==> src/core/isc_params.svh <==
// constants for the interrupt source controller
`ifndef ISC_PARAMS_SVH
`define ISC_PARAMS_SVH
`define ISC_NSRC 11
`define ISC_MC_CLKS 4'hC
`define ISC_VEC_EXT0 16'h0003
`define ISC_VEC_BOD 16'h002B
`define ISC_VEC_WDT 16'h0053
`define ISC_VEC_TMR0 16'h000B
`define ISC_VEC_TWI 16'h0033
`define ISC_VEC_EXT1 16'h0013
`define ISC_VEC_KBD 16'h003B
`define ISC_VEC_TMR1 16'h001B
`define ISC_VEC_UART 16'h0023
`define ISC_VEC_TMR2 16'h0043
`define ISC_VEC_CAP0 16'h006B
`define ISC_WDT_FLAG_BIT 3
`define ISC_EIE_WDT_BIT 4
`define ISC_AUX_BOI_BIT 5
`define ISC_EIE_BOD_BIT 6
`endif

==> src/core/isc_pkg.sv <==
// types for the interrupt source controller
package isc_pkg;
   // source index equals arbitration rank, 0 ranks first
   typedef enum logic [3:0] {
      ISC_EXT0, ISC_BOD, ISC_WDT, ISC_TMR0, ISC_TWI, ISC_EXT1,
      ISC_KBD, ISC_TMR1, ISC_UART, ISC_TMR2, ISC_CAP0
   } isc_src_t;
   // raw event inputs from the peripherals
   typedef struct packed {
      logic tmr0_ovf;
      logic tmr1_ovf;
      logic wdt_timeout;
      logic tmr2_event;
      logic uart_rx_done;
      logic uart_tx_done;
      logic twi_state_new;
      logic cap0_event;
      logic brownout;
   } isc_evt_t;
   // core handshake
   typedef struct packed {
      logic take;
      logic reti;
      logic poll_ok;
   } isc_core_t;
   typedef enum logic [1:0] {ISC_IDLE, ISC_VEC} isc_state_t;
   // module state apart from the synchronisers and the keyboard flag
   typedef struct packed {
      logic [1:0] ext_smp;
      logic [1:0] ext_flag;
      logic tf0;
      logic tf1;
      logic watchdog_irq_flag;
      logic [3:0] mc_cnt;
      logic [3:0] win_src;
      logic [15:0] vec;
      logic req;
      logic [3:0] act;
      logic [1:0] act_top;
      isc_state_t st;
   } isc_state_s_t;
endpackage : isc_pkg

==> src/core/isc_core.sv <==
// interrupt source controller: flags, enables, priority, vectors
`timescale 1ns/10ps
`include "isc_params.svh"
//
// Contract
// - eleven sources, four levels, global enable gate
// - per-input edge or level trigger select
// - edge mode: high then low sets flag
// - edge flag cleared on vectoring
// - level flag not cleared, re-requests while low
// - timer0/1 flags set on overflow, auto-cleared
// - watchdog flag bit3, needs enable bit4
// - timer2 flag left set when taken
// - uart done flags cleared only by software
// - two-wire flag needs global and own enable
// - any enabled keypad pin raises keyboard flag
// - capture flag left set when taken
// - brownout needs select, enable and global
// - each source has fixed vector address
// - two-bit priority, 3 highest
// - preempt only by strictly higher level
// - same level resolved by fixed ranking
// - poll every machine cycle, no memory
module isc_core import isc_pkg::*; (
   // clock and reset
   input wire logic i_clk_sys,
   input wire logic i_rst,
   // external pins (asynchronous)
   input wire logic [1:0] i_ext_irq_pin,
   input wire logic [7:0] i_keypad_pin_n,
   // configuration
   input wire logic [1:0] i_ext_trigger_type,
   input wire logic [7:0] i_keypad_enable,
   input wire logic i_global_irq_enable,
   input wire logic [10:0] i_src_enable,
   input wire logic [10:0] i_priority_low_bit,
   input wire logic [10:0] i_priority_high_bit,
   input wire logic [7:0] i_extended_enable_reg,
   input wire logic [7:0] i_auxiliary_reg,
   // peripheral flags and software clears
   input isc_evt_t i_evt,
   input wire logic [2:0] i_sw_clr,
   input wire logic i_keypad_flag_clr,
   // core handshake
   input isc_core_t i_core,
   // outputs to core
   output logic o_irq_req,
   output logic [15:0] o_vector,
   output logic [3:0] o_src,
   output logic [1:0] o_active_level,
   output logic o_in_service,
   output logic [7:0] o_watchdog_control_reg,
   output logic [1:0] o_ext_request_flag,
   output logic o_timer0_overflow_flag,
   output logic o_timer1_overflow_flag,
   output logic o_keypad_irq
);
   isc_state_s_t st_r, st_nxt;
   logic [1:0] ext_s1_r, ext_s2_r;
   logic [7:0] kp_s1_r, kp_s2_r;
   logic kbf_r;
   logic [10:0] pend;
   logic [1:0] lvl [0:10];
   logic mc_tick;
   logic [1:0] ext_fall;
   logic [15:0] vtab [0:10];

   // fixed vector table by rank order
   assign vtab[0] = `ISC_VEC_EXT0;
   assign vtab[1] = `ISC_VEC_BOD;
   assign vtab[2] = `ISC_VEC_WDT;
   assign vtab[3] = `ISC_VEC_TMR0;
   assign vtab[4] = `ISC_VEC_TWI;
   assign vtab[5] = `ISC_VEC_EXT1;
   assign vtab[6] = `ISC_VEC_KBD;
   assign vtab[7] = `ISC_VEC_TMR1;
   assign vtab[8] = `ISC_VEC_UART;
   assign vtab[9] = `ISC_VEC_TMR2;
   assign vtab[10] = `ISC_VEC_CAP0;

   // two-flop synchronisers; second stage only is read
   always_ff @(posedge i_clk_sys) begin
      ext_s1_r <= i_ext_irq_pin;
      ext_s2_r <= ext_s1_r;
      kp_s1_r <= i_keypad_pin_n;
      kp_s2_r <= kp_s1_r;
   end

   // keyboard flag, set wins over software clear
   always_ff @(posedge i_clk_sys) begin
      if (i_rst) begin
         kbf_r <= 1'b0;
      end else begin
         kbf_r <= (kbf_r & ~i_keypad_flag_clr) | (|(~kp_s2_r & i_keypad_enable));
      end
   end

   assign mc_tick = (st_r.mc_cnt == `ISC_MC_CLKS - 4'h1);

   // high sample then low sample, judged only at a machine-cycle boundary
   assign ext_fall = mc_tick ? (st_r.ext_smp & ~ext_s2_r) : 2'h0;

   // per-source priority levels
   genvar g;
   generate
      for (g = 0; g < `ISC_NSRC; g++) begin : g_lvl
         assign lvl[g] = {i_priority_high_bit[g], i_priority_low_bit[g]};
      end
   endgenerate

   // pending requests, gated by own and global enables
   always_comb begin
      logic [10:0] raw;
      raw = '0;
      raw[ISC_EXT0] = st_r.ext_flag[0];
      raw[ISC_EXT1] = st_r.ext_flag[1];
      raw[ISC_TMR0] = st_r.tf0;
      raw[ISC_TMR1] = st_r.tf1;
      raw[ISC_WDT] = st_r.watchdog_irq_flag & i_extended_enable_reg[`ISC_EIE_WDT_BIT];
      raw[ISC_TMR2] = i_evt.tmr2_event;
      raw[ISC_UART] = i_evt.uart_rx_done | i_evt.uart_tx_done;
      raw[ISC_TWI] = i_evt.twi_state_new;
      raw[ISC_KBD] = kbf_r;
      raw[ISC_CAP0] = i_evt.cap0_event;
      raw[ISC_BOD] = i_evt.brownout & i_auxiliary_reg[`ISC_AUX_BOI_BIT]
                     & i_extended_enable_reg[`ISC_EIE_BOD_BIT];
      pend = raw & i_src_enable & {11{i_global_irq_enable}};
   end

   // next-state logic
   always_comb begin
      logic found;
      logic [1:0] best;
      logic [3:0] bsrc;
      st_nxt = st_r;
      found = 1'b0;
      best = 2'h0;
      bsrc = 4'h0;
      st_nxt.mc_cnt = mc_tick ? 4'h0 : st_r.mc_cnt + 4'h1;
      // sample external pins once per machine cycle
      if (mc_tick) begin
         st_nxt.ext_smp = ext_s2_r;
      end
      for (int i = 0; i < 2; i++) begin
         if (i_ext_trigger_type[i]) begin
            st_nxt.ext_flag[i] = ext_fall[i] | st_r.ext_flag[i];
         end else begin
            st_nxt.ext_flag[i] = ~ext_s2_r[i];
         end
      end
      st_nxt.tf0 = st_r.tf0 | i_evt.tmr0_ovf;
      st_nxt.tf1 = st_r.tf1 | i_evt.tmr1_ovf;
      st_nxt.watchdog_irq_flag = (st_r.watchdog_irq_flag & ~i_sw_clr[2]) | i_evt.wdt_timeout;
      if (i_sw_clr[0]) st_nxt.tf0 = i_evt.tmr0_ovf;
      if (i_sw_clr[1]) st_nxt.tf1 = i_evt.tmr1_ovf;
      // fresh poll each machine cycle; lower index wins ties
      for (int i = `ISC_NSRC - 1; i >= 0; i--) begin
         if (pend[i] && (!found || lvl[i] >= best)) begin
            found = 1'b1;
            best = lvl[i];
            bsrc = 4'(i);
         end
      end
      if (mc_tick) begin
         st_nxt.req = found && (st_r.act == 4'h0 || best > st_r.act_top);
         st_nxt.win_src = bsrc;
         st_nxt.vec = vtab[bsrc];
      end
      // core takes the vector: hardware clears where documented
      if (i_core.take && st_r.req && i_core.poll_ok) begin
         st_nxt.req = 1'b0;
         st_nxt.act[lvl[st_r.win_src]] = 1'b1;
         st_nxt.act_top = lvl[st_r.win_src];
         unique case (st_r.win_src)
            ISC_EXT0: if (i_ext_trigger_type[0] && !ext_fall[0]) st_nxt.ext_flag[0] = 1'b0;
            ISC_EXT1: if (i_ext_trigger_type[1] && !ext_fall[1]) st_nxt.ext_flag[1] = 1'b0;
            ISC_TMR0: st_nxt.tf0 = i_evt.tmr0_ovf;
            ISC_TMR1: st_nxt.tf1 = i_evt.tmr1_ovf;
            default: ;
         endcase
         st_nxt.st = ISC_VEC;
      end else if (i_core.reti && st_r.act != 4'h0) begin
         // retire the highest active level
         st_nxt.act[st_r.act_top] = 1'b0;
         st_nxt.act_top = 2'h0;
         for (int k = 0; k < 4; k++) begin
            if (k != st_r.act_top && st_r.act[k]) st_nxt.act_top = 2'(k);
         end
         if ((st_r.act & ~(4'h1 << st_r.act_top)) == 4'h0) st_nxt.st = ISC_IDLE;
      end
   end

   always_ff @(posedge i_clk_sys) begin
      if (i_rst) begin
         st_r <= '{ext_smp: 2'h3, st: ISC_IDLE, default: '0};
      end else begin
         st_r <= st_nxt;
      end
   end

   assign o_irq_req = st_r.req;
   assign o_vector = st_r.vec;
   assign o_src = st_r.win_src;
   assign o_active_level = st_r.act_top;
   assign o_in_service = (st_r.st == ISC_VEC);
   assign o_watchdog_control_reg = 8'(st_r.watchdog_irq_flag) << `ISC_WDT_FLAG_BIT;
   assign o_ext_request_flag = st_r.ext_flag;
   assign o_timer0_overflow_flag = st_r.tf0;
   assign o_timer1_overflow_flag = st_r.tf1;
   assign o_keypad_irq = kbf_r;

   // edge flag drops after being taken
   a_ext_edge_clr: assert property (@(posedge i_clk_sys) disable iff (i_rst)
      (i_core.take && st_r.req && i_core.poll_ok && st_r.win_src == 4'h0 && i_ext_trigger_type[0]
       && !ext_fall[0]) |=> !st_r.ext_flag[0])
      else $error("edge flag not cleared");
   a_tmr0_clr: assert property (@(posedge i_clk_sys) disable iff (i_rst)
      (i_core.take && st_r.req && i_core.poll_ok && st_r.win_src == 4'h3 && !i_evt.tmr0_ovf)
      |=> !st_r.tf0)
      else $error("timer0 flag not cleared");
   a_tmr0_set: assert property (@(posedge i_clk_sys) disable iff (i_rst)
      i_evt.tmr0_ovf |=> st_r.tf0)
      else $error("timer0 flag not set");
   a_no_preempt: assert property (@(posedge i_clk_sys) disable iff (i_rst)
      (st_r.act != 4'h0 && $rose(st_r.req)) |-> lvl[st_r.win_src] > st_r.act_top)
      else $error("preempted by equal or lower level");
   a_wdt_gate: assert property (@(posedge i_clk_sys) disable iff (i_rst)
      (!i_extended_enable_reg[`ISC_EIE_WDT_BIT]) |-> !pend[2])
      else $error("watchdog request without enable");
   a_global_gate: assert property (@(posedge i_clk_sys) disable iff (i_rst)
      !i_global_irq_enable |-> pend == 11'h000)
      else $error("request with global enable off");
   a_vec_map: assert property (@(posedge i_clk_sys) disable iff (i_rst)
      (st_r.req && st_r.win_src == 4'h9) |-> st_r.vec == 16'h0043)
      else $error("timer2 vector wrong");
   a_poll_rate: assert property (@(posedge i_clk_sys) disable iff (i_rst)
      $changed(st_r.req) && !$past(i_core.take) |-> $past(mc_tick))
      else $error("request changed off machine cycle");
   a_kbd_hold: assert property (@(posedge i_clk_sys) disable iff (i_rst)
      (kbf_r && !i_keypad_flag_clr) |=> kbf_r)
      else $error("keyboard flag lost");
endmodule : isc_core

==> config.mk <==
export PLATFORM = sky130hd
export DESIGN_NAME = isc_core
export DESIGN_NICKNAME = d
export VERILOG_FILES = /design/src/core/isc_pkg.sv /design/src/core/isc_core.sv
export VERILOG_INCLUDE_DIRS = /design/src /design/src/core
export SDC_FILE = /design/constraint.sdc
export NUM_CORES = 1
export LEC_CHECK = 0
export ABC_AREA = 1
export BUFFER_PORTS_ARGS = -buffer_cell sky130_fd_sc_hd__buf_2
export CORE_MARGIN = 8
export CORE_UTILIZATION = 54
export CTS_BUF_LIST = sky130_fd_sc_hd__clkbuf_16
export CTS_CLUSTER_DIAMETER = 120
export DETAILED_ROUTE_END_ITERATION = 10
export GPL_ROUTABILITY_DRIVEN = 0
export PLACE_DENSITY = 0.83
export SYNTH_ARGS = -nofsm -noshare
export SYNTH_HDL_FRONTEND = slang
export SYNTH_SLANG_ARGS = --single-unit
==> constraint.sdc <==
create_clock -name i_clk_sys -period 18.1 [get_ports i_clk_sys]
set_input_delay 1.81 -clock i_clk_sys [delete_from_list [all_inputs] [get_ports i_clk_sys]]
set_output_delay 1.81 -clock i_clk_sys [all_outputs]
set_load 0.02 [all_outputs]
### Word level (Yosys, flattened, before mapping)

Memories as Yosys holds them, arrays and structs flattened. A register that Yosys moved wholly into a read port is not among the register bits.
Index checks and enable logic that the tools add are counted.

* add/sub/neg operators: 1
* $lt $le $gt $ge: 16
* eq/ne operators: 7
* shift operators: 1
* multiplexer cells: 58
* bitwise gates (word level): 29
* reductions and logical operators: 54

Operators with widths (number)
* $mux W4: 12
* $mux W2: 16
* $mux W1: 25
* $and A11 B11 Y11: 2
* $logic_and A1 B1 Y1: 21
* $ge A2 B2 Y1: 10
* $mux W8: 2
* $logic_not A1 Y1: 12
* $logic_not A4 Y1: 3
* $logic_or A1 B1 Y1: 11
* $not A4 Y5: 2
* $and A4 B4 Y4: 2
* $and A8 B8 Y8: 1
* $bmux W2 S4: 1
* $eq A4 B3 Y1 const B: 2
* $not A4 Y4: 2
* $not A8 Y8: 1
* $reduce_or A8 Y1: 1
* $or A1 B1 Y1: 7
* $lt A2 B3 Y1 const B: 2
* $and A1 B1 Y1: 5
* $ge A5 B5 Y1 const B: 1
* $add A4 B1 Y4 const B: 1
* $demux W1 S2: 2
* 15 further kinds: 22

* bits in registers: 44
* ROM bits: 256
* bits of input ports: 88
* output and inout bits: 37
* logic and storage cells: 183
* memories: 1

Memory list
* (no name shown): depth 16, bits a word 16, read ports 1, clocked after memory_dff 1, write ports 0, RTL line isc_core.sv:167 `st_nxt.vec = vtab[bsrc];`

### Logic depth before layout (Yosys ltp)

* word-level depth: 48
* depth in mapped cells: 90
* mapped depth without buffers: 89

### Least setup slack after synthesis

No wires, ideal clock.

* kind: input -> register
* start: input i_evt[1] (netlist name)
* end: register st_r, in the netlist o_irq_req
* library setup time: 0.132 ns
* arrival: 11.057 ns
* data required time: 17.968 ns
* setup slack: 6.912 ns
* stages on the path: 77
* buffers on the path: 1
* path through: nand3_2 > nor2_1 > ha_1 > o21ai_0 > nand2_1 > nand2_1 > nand2_1 > and2_1 > ha_1 > nand2_1 > nand3_1 > nand2_2 > inv_2 > nand2_1 > nand2_1 > ha_1 > a21oi_1 > nand2_2 > (+41 left out) > nand3b_1 > nand2_1 > nand3_1 > nand2_1 > ha_1 > o21ai_0 > nand3_4 > nand4_4 > inv_1 > nand2_1 > nand2_1 > ha_1 > inv_1 > nor2_1 > o21ai_0 > a21oi_1 > a22oi_1 > nor3_1

* cells in the longest elaborated chain, start to end: 46
* elaborated cells between the ends (all ways): 67
* those cells by class: 11 x order compare; 22 x mux; 2 x bitwise; 32 x reduce/logical

Ends and longest elaborated chain
* start, declared: RTL line isc_core.sv:41 `input isc_evt_t i_evt,`
* $and A11 B11 Y11 * (2 in series): RTL line isc_core.sv:127 `pend = raw & i_src_enable & {11{i_global_irq_enable}};`
* $mux W2 / $mux W1 (equally long branches): RTL line isc_core.sv:158 `if (pend[i] && (!found || lvl[i] >= best)) begin`
* $ge A2 B2 Y1 / $logic_not A1 Y1 (equally long branches): RTL line isc_core.sv:158
* $logic_or A1 B1 Y1: RTL line isc_core.sv:158
* $logic_and A1 B1 Y1: RTL line isc_core.sv:158
* $mux W2 / $mux W1 (equally long branches): RTL line isc_core.sv:158
* $ge A2 B2 Y1 / $logic_not A1 Y1 (equally long branches): RTL line isc_core.sv:158
* $logic_or A1 B1 Y1: RTL line isc_core.sv:158
* (+29 left out)
* $mux W2 / $mux W1 (equally long branches): RTL line isc_core.sv:158
* $ge A2 B2 Y1 / $logic_not A1 Y1 (equally long branches): RTL line isc_core.sv:158
* $logic_or A1 B1 Y1: RTL line isc_core.sv:158
* $logic_and A1 B1 Y1: RTL line isc_core.sv:158
* $mux W2: RTL line isc_core.sv:158
* $gt A2 B2 Y1: RTL line isc_core.sv:165 `st_nxt.req = found && (st_r.act == 4'h0 || best > st_r.act_top);`
* $logic_or A1 B1 Y1: RTL line isc_core.sv:165
* $logic_and A1 B1 Y1 *: RTL line isc_core.sv:165
* end signal, assigned: RTL line isc_core.sv:197 `st_r <= st_nxt;`
* end, declared: RTL line isc_core.sv:58 `isc_state_s_t st_r, st_nxt;`

Mark *: on every way between the ends. The rest lies on a longest branch, timed or not.
A chain may end at the register's enable or synchronous reset.

### Worst setup path after layout

* start: input i_global_irq_enable
* end: register st_r, in the netlist o_irq_req

* cells in the longest elaborated chain, start to end: 45
* elaborated cells between the ends (all ways): 66
* those cells by class: 11 x order compare; 22 x mux; 1 x bitwise; 32 x reduce/logical

Ends and longest elaborated chain
* start, declared: RTL line isc_core.sv:34 `input wire logic i_global_irq_enable,`
* $and A11 B11 Y11 *: RTL line isc_core.sv:127
* $mux W2 / $mux W1 (equally long branches): RTL line isc_core.sv:158
* $ge A2 B2 Y1 / $logic_not A1 Y1 (equally long branches): RTL line isc_core.sv:158
* $logic_or A1 B1 Y1: RTL line isc_core.sv:158
* $logic_and A1 B1 Y1: RTL line isc_core.sv:158
* $mux W2 / $mux W1 (equally long branches): RTL line isc_core.sv:158
* $ge A2 B2 Y1 / $logic_not A1 Y1 (equally long branches): RTL line isc_core.sv:158
* $logic_or A1 B1 Y1: RTL line isc_core.sv:158
* (+29 left out)
* $mux W2 / $mux W1 (equally long branches): RTL line isc_core.sv:158
* $ge A2 B2 Y1 / $logic_not A1 Y1 (equally long branches): RTL line isc_core.sv:158
* $logic_or A1 B1 Y1: RTL line isc_core.sv:158
* $logic_and A1 B1 Y1: RTL line isc_core.sv:158
* $mux W2: RTL line isc_core.sv:158
* $gt A2 B2 Y1: RTL line isc_core.sv:165
* $logic_or A1 B1 Y1: RTL line isc_core.sv:165
* $logic_and A1 B1 Y1 *: RTL line isc_core.sv:165

Marked as above.

==> impl_metrics.json <==
{
  "status": "finished, final reports clean",
  "reg_top3": "st_r (11), kp_s1_r (8), kp_s2_r (8)",
  "ys_seq_area_share_pct": 29.54,
  "syn_avg_cell_area_um2": 7.188,
  "layout_min_cycle_time_ns": 12.52,
  "initial_core_util_pct": 56.09,
  "drv_cap": 0,
  "drt-total-wl_mm": 8.382,
  "synth-edff-count": 0,
  "clock-sinks": 49,
  "cts_max_level": 2,
  "largest_register": "st_r",
  "clk_pin_slew_worst_paths_ns": 0.07,
  "finalHoldViolations": 0,
  "rsz0062_at_grt": "false",
  "fin_crit_sh_pct": 69.17,
  "die-area_mm2": 0.008915,
  "critPathMaxFanout": 12,
  "end_kind": "register",
  "finalPower_uw": 263.5,
  "ctsRootBufferMaster": "clkbuf_16",
  "gr-usage-all-layers_pct": 18.89,
  "antenna_found_initial": 0,
  "post_cts_buffers": 0,
  "power.leakage_uw": 0.002139,
  "clock_skew_ns": 0.007026,
  "die_y_um": 94.42,
  "worst_setup_path_start_kind": "input port",
  "async_flop_share_pct": 0,
  "crit_path_frequent_cell": "nand2_1",
  "cts_resized": 0,
  "grt_pass1_vias": 3307,
  "synth.area.top_cells": "dfxtp_1 30%, inv_1 9.4%, nand2_1 8.8%",
  "cts_tree": "yes",
  "crit_path_top_delay_cell": "or3_1",
  "drtAntennaViolNets": 0,
  "setup_viol_count_final": 0,
  "synth_most_common_cell": "inv_1",
  "port_buffers": 94,
  "clock_path_buffers": 2,
  "slew_violations": 0,
  "hold_path_class": "reg -> reg",
  "synth_area_leader_cell": "dfxtp_1",
  "ios": 125,
  "syn_to_final_growth_pct": 15.18,
  "synth.top_cell.area_share_pct": 29.54,
  "cts_buffers": 5,
  "drt_iter0_markers": 160,
  "slowest_delay_ns": 0.38,
  "n_antenna_cell": 0,
  "grt_first_pass_wirelength_mm": 13.83,
  "clkLatencyLatePin_ns": 0.29,
  "drcViolationCount": 0,
  "syn_inst": 462,
  "grt-ovfl-total": 0,
  "placementRows": 28,
  "synth_seq_cells": 49,
  "power_per_cell_area_mw_per_mm2": 68.89,
  "place_hpwl_mm": 7.136,
  "worstPathArrival_ns": 12.69,
  "synthDistinctLibCells": 47,
  "synth_flop_cell": "dfxtp_1",
  "cts_hold_buffers": 0,
  "synthTopCellsByCount": "83 x inv_1, 78 x nand2_1, 49 x dfxtp_1, 32 x buf_4",
  "routedWlPerCell_um": 13.52,
  "coreArea_mm2": 0.005921,
  "yosysWarnings": 0,
  "vias": 3265,
  "fp.dieW_um": 94.42,
  "grt_max_degree": 17,
  "nNetsFinal": 653,
  "fin_setup_tns_ns": 0,
  "syn_area_mm2": 0.003321,
  "critPathKind": "in -> reg",
  "dr.pass1.iters": 4,
  "drive_above_1_share_pct": 25.69,
  "crit_required_ns": 18.27,
  "maxClockFrequency_mhz": 79.88,
  "vdd_drop_max_mv": 0.08521,
  "largest_reg_flops": 11,
  "via_per_inst": 5.266
}
[critical path, delay by kind of cell]
family / cells / cell delay, ns
adders and majority gates: 11 / 2.82
AOI/OAI and AO/OA: 17 / 2.79
and+or+nand+nor: 41 / 4.31
buffers and inverters: 10 / 0.95
[cells by family after synthesis]
| logic type | count (synthesis) | synth area share, % |
|---|---|---|
| flip-flops | 49 | 29.54 |
| adder cells (fa/ha/maj) | 21 | 7.913 |
| buffers and inverters | 121 | 17.75 |
| AO/OA/AOI/OAI | 87 | 16.58 |
| AND/OR/NAND/NOR | 183 | 28.11 |
| other | 1 | 0.1129 |
[path summary, 6_finish.rpt]
check / startpoint / end / slack, ns / depth (start not counted)
setup reg to reg: o_timer1_overflow_flag / o_irq_req / 9.23 / 59
hold reg to reg: ext_s1_r[0] / ext_s2_r[0] / 0.33 / 0
setup / recovery: i_global_irq_enable / o_irq_req / 5.58 / 79
hold / removal: ext_s1_r[0] / ext_s2_r[0] / 0.33 / 0
[routing by layer]
metal	vias to the layer above	GRT usage [%]	wire [um]
li1	1628	-	-
met1	1494	21.37	3466
met2	127	33.26	3859
met3	16	5.714	899
met4	0	5.548	157
met5	-	0	0
[power breakdown]
group	switching (uW)	internal, uW	total, uW
Sequential	1.73	112	113
Clock	38.8	51.4	90.2
Combinational	36.6	23.3	60.0
[final cells by class]
| cell class | instances | area [um2] |
|---|---|---|
| clock buffer | 5 | 125.1 |
| clock inverter | 3 | 21.27 |
| fill | 530 | 2096 |
| inverter | 86 | 322.8 |
| multi-input combinational | 308 | 1810 |
| sequential | 49 | 980.9 |
| tap | 75 | 93.84 |
| timing repair buffer | 94 | 470.5 |
[cells in the final DEF (no fill, tap or decap), types with 4 or more instances in the layout]
| master | netlist | routed |
|---|---|---|
| o211ai_1 | 4 | 4 |
| a21oi_1 | 15 | 15 |
| o21ai_0 | 26 | 26 |
| nand3_2 | 7 | 7 |
| a22oi_1 | 5 | 5 |
| nand2_2 | 9 | 9 |
| o22ai_1 | 8 | 8 |
| nor2_1 | 30 | 30 |
| nand3_1 | 30 | 30 |
| inv_1 | 83 | 83 |
| buf_2 | 0 | 94 |
| dfxtp_1 | 49 | 49 |
| conb_1 | 1 | 17 |
| a221oi_1 | 4 | 4 |
| a31oi_1 | 5 | 5 |
| o21a_1 | 5 | 5 |
| nor3_1 | 5 | 5 |
| nand2_4 | 4 | 4 |
| nand2_1 | 78 | 78 |
| clkbuf_16 | 0 | 5 |
| ha_1 | 21 | 21 |
[metrics by stage]
step / hold slack (ns) / setup slack, ns / instance area (um2) / utilization, % / instances
finish: 0.3257 / 5.581 / 3825 / 64.60 / 620
global route: 0.3297 / 4.471 / 3825 / 64.60 / 620
CTS: 0.3265 / 5.629 / 3825 / 64.60 / 620
detailed placement: 0.3121 / 5.350 / 3679 / 62.13 / 612
global placement: 0.3100 / 5.799 / 3679 / 62.13 / 612
floorplan: 0.3096 / 6.912 / 3381 / - / 478
Note: power is estimated with default switching activity, not from simulation.
